### config.mk
export PLATFORM = sky130hd
export DESIGN_NAME = office_link_ctrl
export DESIGN_NICKNAME = d
export VERILOG_FILES = /design/src/design/office_ctrl_pkg.sv /design/src/design/office_link_ctrl.sv
export VERILOG_INCLUDE_DIRS = /design/src /design/src/design
export SDC_FILE = /design/constraint.sdc
export NUM_CORES = 1
export LEC_CHECK = 0
export ABC_AREA = 1
export ABC_CLOCK_PERIOD_IN_PS = 1900
export BUFFER_PORTS_ARGS = -buffer_cell sky130_fd_sc_hd__buf_4
export CORE_MARGIN = 2
export CORE_UTILIZATION = 50
export CTS_CLUSTER_SIZE = 28
export DETAILED_ROUTE_END_ITERATION = 7
export PLACE_DENSITY = 0.85
export SYNTH_ARGS = -nofsm -noshare
export SYNTH_HDL_FRONTEND = slang
export SYNTH_SLANG_ARGS = --single-unit
### constraint.sdc
create_clock -name clk_sys -period 1.9 [get_ports clk_sys]
set_input_delay 0 -clock clk_sys [delete_from_list [all_inputs] [get_ports clk_sys]]
set_output_delay 0 -clock clk_sys [all_outputs]
set_load 0.01 [all_outputs]
### src/design/office_ctrl_consts.svh
`ifndef OFFICE_CTRL_CONSTS_SVH
`define OFFICE_CTRL_CONSTS_SVH
// Register byte offsets
`define OFS_CTRL    8'h00
`define OFS_CAP     8'h04
`define OFS_MSREQ   8'h08
`define OFS_CONSTELLATION_ASSIGN_CMD 8'h0c
`define OFS_STATUS  8'h10
// Control and capability field positions
`define CTRL_START  0
`define CTRL_PM     1
`define CAP_UP      0
`define CAP_DN      1
`define CAP_PSD     2
`define CAP_PTM     3
`define CAP_ATM     4
`define CAP_OAM     5
`define CAP_DF      6
// Reset values
`define CAP_RST     7'h40
`define CONSTELLATION_ASSIGN_CMD_RST 8'h40
// First-step constellation points
`define STEP1_CONSTELLATION_ASSIGN_CMD 8'h04
// Office trigger hold time and clock rate
`define TRIG_MS     50
`define CLK_KHZ     100000
`define TRIG_CYC    (`TRIG_MS * `CLK_KHZ)
`endif

### src/design/office_ctrl_pkg.sv
package office_ctrl_pkg;
  typedef enum logic [8:0] {
    ST_IDLE    = 9'h001,
    ST_WAIT_DF = 9'h002,
    ST_CHG     = 9'h004,
    ST_ACK     = 9'h008,
    ST_RTRIG   = 9'h010,
    ST_HOLD    = 9'h020,
    ST_SS      = 9'h040,
    ST_CONST   = 9'h080,
    ST_DONE    = 9'h100
  } seq_e;
  typedef enum logic [1:0] {
    MSG_NONE = 2'h0,
    MSG_CHG  = 2'h1,
    MSG_CST  = 2'h2,
    MSG_PM   = 2'h3
  } msg_e;
  // One capability or mode-select bit group
  typedef struct packed {
    logic df;
    logic oam;
    logic atm;
    logic ptm;
    logic psd;
    logic dn;
    logic up;
  } caps_s;
  // Overhead message toward the remote end
  typedef struct packed {
    logic       valid;
    msg_e       code;
    logic [7:0] constellation_assign_cmd;
  } msg_s;
endpackage : office_ctrl_pkg

### src/design/office_link_ctrl.sv
// Contract
// - Optional two-step activation, 4-point first; the sequencer always runs both steps
// - First reach steady state on default set
// - Step-one profile uses constellation four
// - Change command loads step-one profile
// - Assign original size, change again
// - Monitoring messages allowed between steps
// - Capability list sets annex bit, level-3 fields
// - Advertise optional bands, spectrum reduction
// - Advertise packet, cell, clear OAM
// - Default-set bit means use listed set
// - Mode select sets one band bit
// - Transport bits need both messages set
`include "office_ctrl_consts.svh"
module office_link_ctrl
  import office_ctrl_pkg::*;
#(
  parameter int TRIG_CYC = `TRIG_CYC
) (
  // Clock and reset
  input  wire logic                  clk_sys,
  input  wire logic                  srst,
  // Register port
  input  wire logic [7:0]            reg_addr,
  input  wire logic [31:0]           reg_wdata,
  input  wire logic                  reg_wr,
  input  wire logic                  reg_rd,
  output logic      [31:0]           reg_rdata,
  // Link toward the remote transceiver
  input  wire logic                  rx_remote_trig,
  input  wire logic                  rx_msg_ack,
  input  wire logic                  rx_steady,
  input  wire logic                  rx_req_valid,
  input  wire office_ctrl_pkg::caps_s rx_req_caps,
  output office_ctrl_pkg::msg_s      tx_msg,
  output logic                       tx_office_trig,
  output office_ctrl_pkg::caps_s     tx_list_caps,
  output logic                       tx_list_level3,
  output office_ctrl_pkg::caps_s     tx_mode_caps
);
  import office_ctrl_pkg::*;

  localparam logic [22:0] HOLD_LAST = 23'(TRIG_CYC - 1);

  typedef struct packed {
    seq_e        seq;
    logic        step2;
    logic [22:0] cnt;
    logic        pm_pend;
    caps_s       cap;
    caps_s       msreq;
    caps_s       req;
    logic [7:0]  constellation_assign_cmd;
    msg_s        msg;
    logic        otrig;
    caps_s       list;
    logic        lvl3;
    caps_s       mode;
    logic [31:0] rdata;
    logic [3:0]  s1;
    logic [3:0]  s2;
    logic        vld_d;
  } state_s;

  state_s st;
  state_s next_st;

  // Synchronised link levels: trig, ack, steady, request valid
  logic sy_trig;
  logic sy_ack;
  logic sy_steady;
  logic sy_vld;
  assign sy_trig   = st.s2[0];
  assign sy_ack    = st.s2[1];
  assign sy_steady = st.s2[2];
  assign sy_vld    = st.s2[3];

  // Bits offered in our capability list message
  function automatic caps_s list_of(caps_s c);
    caps_s r;
    r = c;
    if (c == '0) begin
      r.df = 1'b1; // Never advertise an empty annex field
    end
    return r;
  endfunction : list_of

  always_comb begin
    caps_s lst;
    next_st = st;
    lst = list_of(st.cap);
    next_st.msg.valid = 1'b0;
    next_st.rdata     = 32'h0;
    // Two-flop sync of the link inputs, second stage only is read
    next_st.s1    = {rx_req_valid, rx_steady, rx_msg_ack, rx_remote_trig};
    next_st.s2    = st.s1;
    next_st.vld_d = sy_vld;
    // Latch the last request message on its valid edge
    if (sy_vld && !st.vld_d) begin
      next_st.req = rx_req_caps; // Bits held stable while valid stands
    end
    // Register writes
    if (reg_wr) begin
      case (reg_addr)
        `OFS_CTRL: begin
          if (reg_wdata[`CTRL_START] && (st.seq == ST_IDLE || st.seq == ST_DONE)) begin
            next_st.seq   = ST_WAIT_DF;
            next_st.step2 = 1'b0;
          end
          if (reg_wdata[`CTRL_PM]) begin
            next_st.pm_pend = 1'b1;
          end
        end
        `OFS_CAP:     next_st.cap     = caps_s'(reg_wdata[6:0]);
        `OFS_MSREQ:   next_st.msreq   = caps_s'(reg_wdata[6:0]);
        `OFS_CONSTELLATION_ASSIGN_CMD: next_st.constellation_assign_cmd = reg_wdata[7:0];
        default: begin
        end
      endcase
    end
    // Register reads, data valid the next cycle
    if (reg_rd) begin
      case (reg_addr)
        `OFS_CAP:     next_st.rdata = {25'h0, st.cap};
        `OFS_MSREQ:   next_st.rdata = {25'h0, st.msreq};
        `OFS_CONSTELLATION_ASSIGN_CMD: next_st.rdata = {24'h0, st.constellation_assign_cmd};
        `OFS_STATUS:  next_st.rdata = {14'h0, st.req, st.pm_pend, st.step2, st.seq};
        default:      next_st.rdata = 32'h0;
      endcase
    end
    next_st.list = lst;
    next_st.lvl3 = lst.df;
    next_st.mode.df = lst.df;
    next_st.mode.up  = st.msreq.up;
    next_st.mode.dn  = st.msreq.dn & ~st.msreq.up;
    next_st.mode.psd = st.msreq.psd;
    next_st.mode.ptm = lst.ptm & st.req.ptm;
    next_st.mode.atm = lst.atm & st.req.atm;
    next_st.mode.oam = lst.oam & st.req.oam;
    // Two-step activation sequencer
    // two-step sequence
    case (st.seq)
      ST_IDLE: begin
      end
      ST_WAIT_DF: begin
        if (sy_steady) begin
          next_st.seq = ST_CHG;
        end
      end
      ST_CHG: begin
        next_st.msg.valid = 1'b1;
        next_st.msg.code  = MSG_CHG;
        next_st.msg.constellation_assign_cmd = st.step2 ? st.constellation_assign_cmd : `STEP1_CONSTELLATION_ASSIGN_CMD;
        next_st.seq = ST_ACK;
      end
      ST_ACK: begin
        if (sy_ack) begin
          next_st.seq = ST_RTRIG;
        end
      end
      ST_RTRIG: begin
        if (sy_trig) begin
          next_st.seq = ST_HOLD;
          next_st.cnt = '0;
        end
      end
      ST_HOLD: begin
        next_st.cnt = st.cnt + 23'h1;
        if (st.cnt == HOLD_LAST) begin
          next_st.seq = ST_SS;
        end
      end
      ST_SS: begin
        if (sy_steady) begin
          next_st.seq = st.step2 ? ST_DONE : ST_CONST;
        end
      end
      ST_CONST: begin
        next_st.msg.valid   = 1'b1;
        next_st.msg.code    = MSG_CST;
        next_st.msg.constellation_assign_cmd = st.constellation_assign_cmd;
        next_st.step2       = 1'b1;
        next_st.seq         = ST_CHG;
      end
      ST_DONE: begin
      end
      default: next_st.seq = ST_IDLE;
    endcase
    next_st.otrig = (next_st.seq == ST_HOLD);
    // monitoring message in any state but ST_CHG and ST_CONST
    if (st.pm_pend && !next_st.msg.valid && st.seq != ST_CHG && st.seq != ST_CONST) begin
      next_st.msg.valid   = 1'b1;
      next_st.msg.code    = MSG_PM;
      next_st.msg.constellation_assign_cmd = 8'h00;
      next_st.pm_pend     = reg_wr && reg_addr == `OFS_CTRL && reg_wdata[`CTRL_PM];
    end
  end

  // Single state register
  always_ff @(posedge clk_sys) begin
    if (srst) begin
      st         <= '0;
      st.seq     <= ST_IDLE;
      st.cap     <= caps_s'(`CAP_RST);
      st.constellation_assign_cmd <= `CONSTELLATION_ASSIGN_CMD_RST;
      st.list    <= caps_s'(`CAP_RST);
      st.lvl3    <= 1'b1;
      st.mode.df <= 1'b1;
    end else begin
      st <= next_st;
    end
  end

  // Outputs straight from the state register
  assign reg_rdata      = st.rdata;
  assign tx_msg         = st.msg;
  assign tx_office_trig = st.otrig;
  assign tx_list_caps   = st.list;
  assign tx_list_level3 = st.lvl3;
  assign tx_mode_caps   = st.mode;

endmodule : office_link_ctrl

; ---- Word level (Yosys, flattened, before mapping)
; Cells that the tools add are included.
; W data, S select, Z words.
[op_classes]
mul = 0
muxes = 23
div_mod_pow = 0
bitwise_logic = 6
eq_ne = 18
order_cmp = 0
n_addsub = 1
n_shift = 0
n_reduce_logical = 31
[op_table]
columns = operator, n
row1 = $pmux W18 S4, 1
row2 = $pmux W9 S8, 1
row3 = $mux W9, 6
row4 = $pmux W23 S2, 1
row5 = $mux W10, 3
row6 = $add A23 B1 Y23 const B, 1
row7 = $eq A23 B23 Y1 const B, 1
row8 = $mux W23, 1
row9 = $pmux W11 S2, 1
row10 = $eq A9 B6 Y1 const B, 2
row11 = $eq A8 B4 Y1 const B, 2
row12 = $reduce_bool A2 Y1, 8
row13 = $mux W15, 1
row14 = $mux W7, 2
row15 = $mux W11, 1
row16 = $eq A9 B1 Y1 const B, 1
row17 = $eq A9 B2 Y1 const B, 1
row18 = $eq A9 B3 Y1 const B, 1
row19 = $eq A9 B4 Y1 const B, 1
row20 = $eq A9 B5 Y1 const B, 1
row21 = $eq A9 B7 Y1 const B, 1
row22 = $eq A9 B8 Y1 const B, 1
row23 = $eq A9 B9 Y1 const B, 1
row24 = $ne A9 B3 Y1 const B, 1
row25 = other kinds (17), 38
[totals]
inputBits = 55
reg_bits = 129
out_inout_bits = 59
word_cells = 126
latchBits = 0
memories = 0
romBits = 0
ramBits = 0

; ---- Longest topological paths before layout
[logic_depth]
depth_word = 9
mapped_depth = 11
mapped_depth_nobuf = 11

; ---- Worst setup path after synthesis
; OpenSTA, ideal clock, no wires.
[synth_path]
path_type = reg2reg
startpoint = register st[98] (netlist bit)
endpoint = register st[114] (netlist bit)
arrival_ns = 1.332
setup_time_ns = 0.132
path_stages_with_launch = 9
slack_ns = 0.436
cell_sequence = dfxtp_1 ha_1 inv_2 nor2_4 inv_2 nor3_2 nand3_1 nand3_1 a21oi_1
[synth_between]
elab_chain_len = 2
[synth_rtl]
columns = item, line
row1 = "start, declared", office_link_ctrl.sv:65  ; state_s st;
row2 = "start signal, assigned", office_link_ctrl.sv:210  ; st <= next_st;
row3 = $add A23 B1 Y23, office_link_ctrl.sv:168  ; next_st.cnt = st.cnt + 23'h1;
row4 = $pmux W23 S2, office_link_ctrl.sv:142  ; case (st.seq)
; Every way passes these cells.
; A chain may end at the register's enable or synchronous reset.

; ---- Worst setup path after layout
[layout_path]
startpoint = input port reg_addr[1]
endpoint = register st[75] (netlist bit)
[layout_between]
elab_chain_len = 2
[layout_rtl]
columns = item, line
row1 = "start, declared", office_link_ctrl.sv:24  ; input wire logic [7:0] reg_addr,
row2 = $eq A8 B4 Y1, office_link_ctrl.sv:104  ; case (reg_addr)
row3 = $reduce_and A2 Y1 (no source line), n/a
; Every way passes these cells.

==> results.md <==
- Register area share after synthesis: a little over two fifths
- CTS tree: done
- Clock power frac: 52.7%
- Clock root buffer: clkbuf_8
- Least-Margin Pin Slew: about 600 ps
- Required @ worst endpoint: 2320 ps
- Util after Layout: around three fifths
- Post-DP HPWL: 9110 um
- Die Width: around 110 um
- Initial core utilization: 50.7%
- Clock Skew: about 6 ps
- Minimum clock period: around 1800 ps
- Post-Synth Simple-Gate Area: between 30% and 40%
- Final period utilization: 94.2%
- Routability congestion estimate from global placement: approximately 0.96
- Yosys top cell by area: dfxtp_1
- WL/cell: 14.1 um
- Critical Path Start: reg_addr[1]
- Mux cell area share after synthesis: 0%
- I/O Pins: 114
- CP arrival: 2210 ps
- Clock buffer depth: 2
- DRT antenna net count: 0
- Async S/R FF share, synth: 0%
- Mean area per synthesized cell: 7.30 sq um
- Layout Cells excl Fill: 969
- Outcome: finished clean
- Crit Path Max Fanout: 8
- Synth Register Bits: 115
- PortBufs: 75
- Slew HR: 60.1%
- Synth Flop Type: dfxtp_1
- WHS: 104 ps
- Reg2reg start: st[126]
- Compound-cell area share of the yosys netlist: 11.5%
- Worst setup EP type: register
- Min-delay worst type: primary input to register
- Most frequent cells in the layout: nand2_1, nor2_1, dfxtp_1
- Global-route wire length before repair: 21800 um
- Worst-path clk slew: 60 ps
- Post-synth top area share: between 40% and 50%
- Max Cap Viol: 0
- TritonCTS Buffers: 17
- Total gr overflow: 0
- Sw Ratio: 24.7%
- Unrepaired setup endpoints after global routing: false
- Synthesis warning total: 0
- # resized after CTS: 0
- DR iter-0 viols: about 480
- Max VDD drop: about 500 uV
- Comb pwr share: 4.6%
- Synth top area cells: dfxtp_1, nand2_1, nor2_1
- Diodes inserted: 0
- Int Pwr: 4.31 mW
- EDFF count, synth: 0
- Worst skew pair latency: 520 ps
- Seq pwr share: a little over two fifths
- Area of placed instances: 0.00576 sq mm
- Switching power: 1.41 mW
- Setup_tns: 0 ps
- Dpl ws: 299 ps
- Hold Crit Start: reg_addr[6]
- FP Rows: 38
- Placed Cells incl. Taps: 906
- CORE AREA: 0.0107 sq mm
- R2R depth: 9
- H-tree depth: 4
- Netlist Area Pre-Place: approximately 0.0054 sq mm
- Reg area: ~0.0023 sq mm
- Vias in the first global route: between 4000 and 5000
- Fin nets: 872
- Fillcell total: slightly above 900
- Tot Pwr: around 5.7 mW
- Setup violations, final: 0
- WL final: 13700 um
- Die Area: 0.0117 sq mm
- Synth Area in Adders: 0.230%
- Lkg Pwr: 2.75 nW
- Total GRT Usage: 23.8%
- Synth Area in XOR/XNOR: 0%
- Finished Cell Area: around 0.0066 sq mm
- Clk sinks: 115
- Largest net degree at the start of global routing: 54
- P&R area growth vs syn: 21.6%
- Vias/cell: 5.14
- DIE HEIGHT: around 110 um
- Netlist cell types: 43
- Multi-input logic area: 0.00237 sq mm
- Power density over cell area: 864 mW/mm^2
- Largest family of logic cells by synthesized area: simple AND/OR/NAND/NOR gates
- WS Path Type: primary input to register
- DR vias: 4981
- Ratio of cells with drive above 1 in the final layout: 20.3%
- Final Hold Fails: 0
- Commonest non-fill, non-tap cell in the layout: nand2_1
- Hold path depth: 6
- Worst setup margin: between 100 and 150 ps
- Number of remaining DRC errors: 0
- CP Launch Type: primary input
- FMAX: ~560 MHz
- Initial antenna violation count: 0
- Slew Limit Fails: 0
- TritonRoute pass-1 iters: 7
- Syn Inst Count: 746
## what timing repair did
| item | CTS | global route |
|---|---|---|
| hold endpoints to repair | 36 | 0 |
| buffers inserted | 0 | 3 |
| endpoints found under the setup margin | 0 | 4 |
| hold buffers | 28 | 0 |
## critical path, stage by stage
cell	delay (ps)
dlygate4sd3_1	530
buf_4	140
nor2_4	160
nand4_2	180
dlygate4sd3_1	650
nor2_4	210
inv_1	160
nor2_1	130
nor2_1	50
## cell type report
| cell class | count | area share (%) |
|---|---|---|
| Inverter | 83 | 4.78 |
| Timing Repair Buffer | 110 | 13.5 |
| Sequential cell | 115 | 34.7 |
| Tap cell | 140 | 2.64 |
| Clock inverter | 15 | 2.25 |
| Multi-Input combinational cell | 489 | 35.8 |
| Clock buffer | 17 | 6.25 |
## worst paths after layout
check                               end  slack [ps]
worst max-delay path             st[75]         110
worst min-delay path             st[88]         100
worst max register to register  st[127]         270
worst min register to register    st[2]         400
## Yosys cell counts (4+ instances only)
library cell and number:
buf_1 4, a22oi_1 7, o21ai_0 45, buf_4 58
nor3_1 19, dfxtp_1 115, nor2_1 119, a21oi_1 45
inv_2 11, or2_2 6, nand4_1 8, clkbuf_1 6
nand2_4 6, nand2_2 5, nand2_1 134, inv_1 70
nor2_2 4, nand3_1 45, nor2_4 6
## per-layer routing
layer  GRT usage (%)  share of wire (%)  up-vias
li1                -                  -     2466
met1            30.2                 44     2244
met2            38.7                 46      230
met3            6.33                7.9       41
met4            9.34                2.5        0
met5               0                  0        -
## flip-flops by register name (all words and copies together) (netlist names)
register        flops
st                 59
reg_rdata          18
next_st            13
tx_msg             11
tx_mode_caps        7
tx_list_caps        6
tx_office_trig      1
## kinds of logic (layout without fill, tap and decap cells)
family                     Yosys count  after routing
and+or+nand+nor                    363            363
buffers and inverters              155            225
DFF                                115            115
AOI/OAI and AO/OA                  111            111
adders and majority gates            1              1
other                                1             14
## power by group through the flow
stage	Combinational, mW	Sequential (mW)	Clock [mW]
2_1_floorplan	0.150	2.49	0
3_3_place_gp	0.214	2.49	0
3_5_place_dp	0.216	2.49	0
4_1_cts	0.259	2.44	3.04
5_1_grt	0.290	2.44	3.16
6_report	0.266	2.44	3.02
Power figures use the tool's default switching activity.
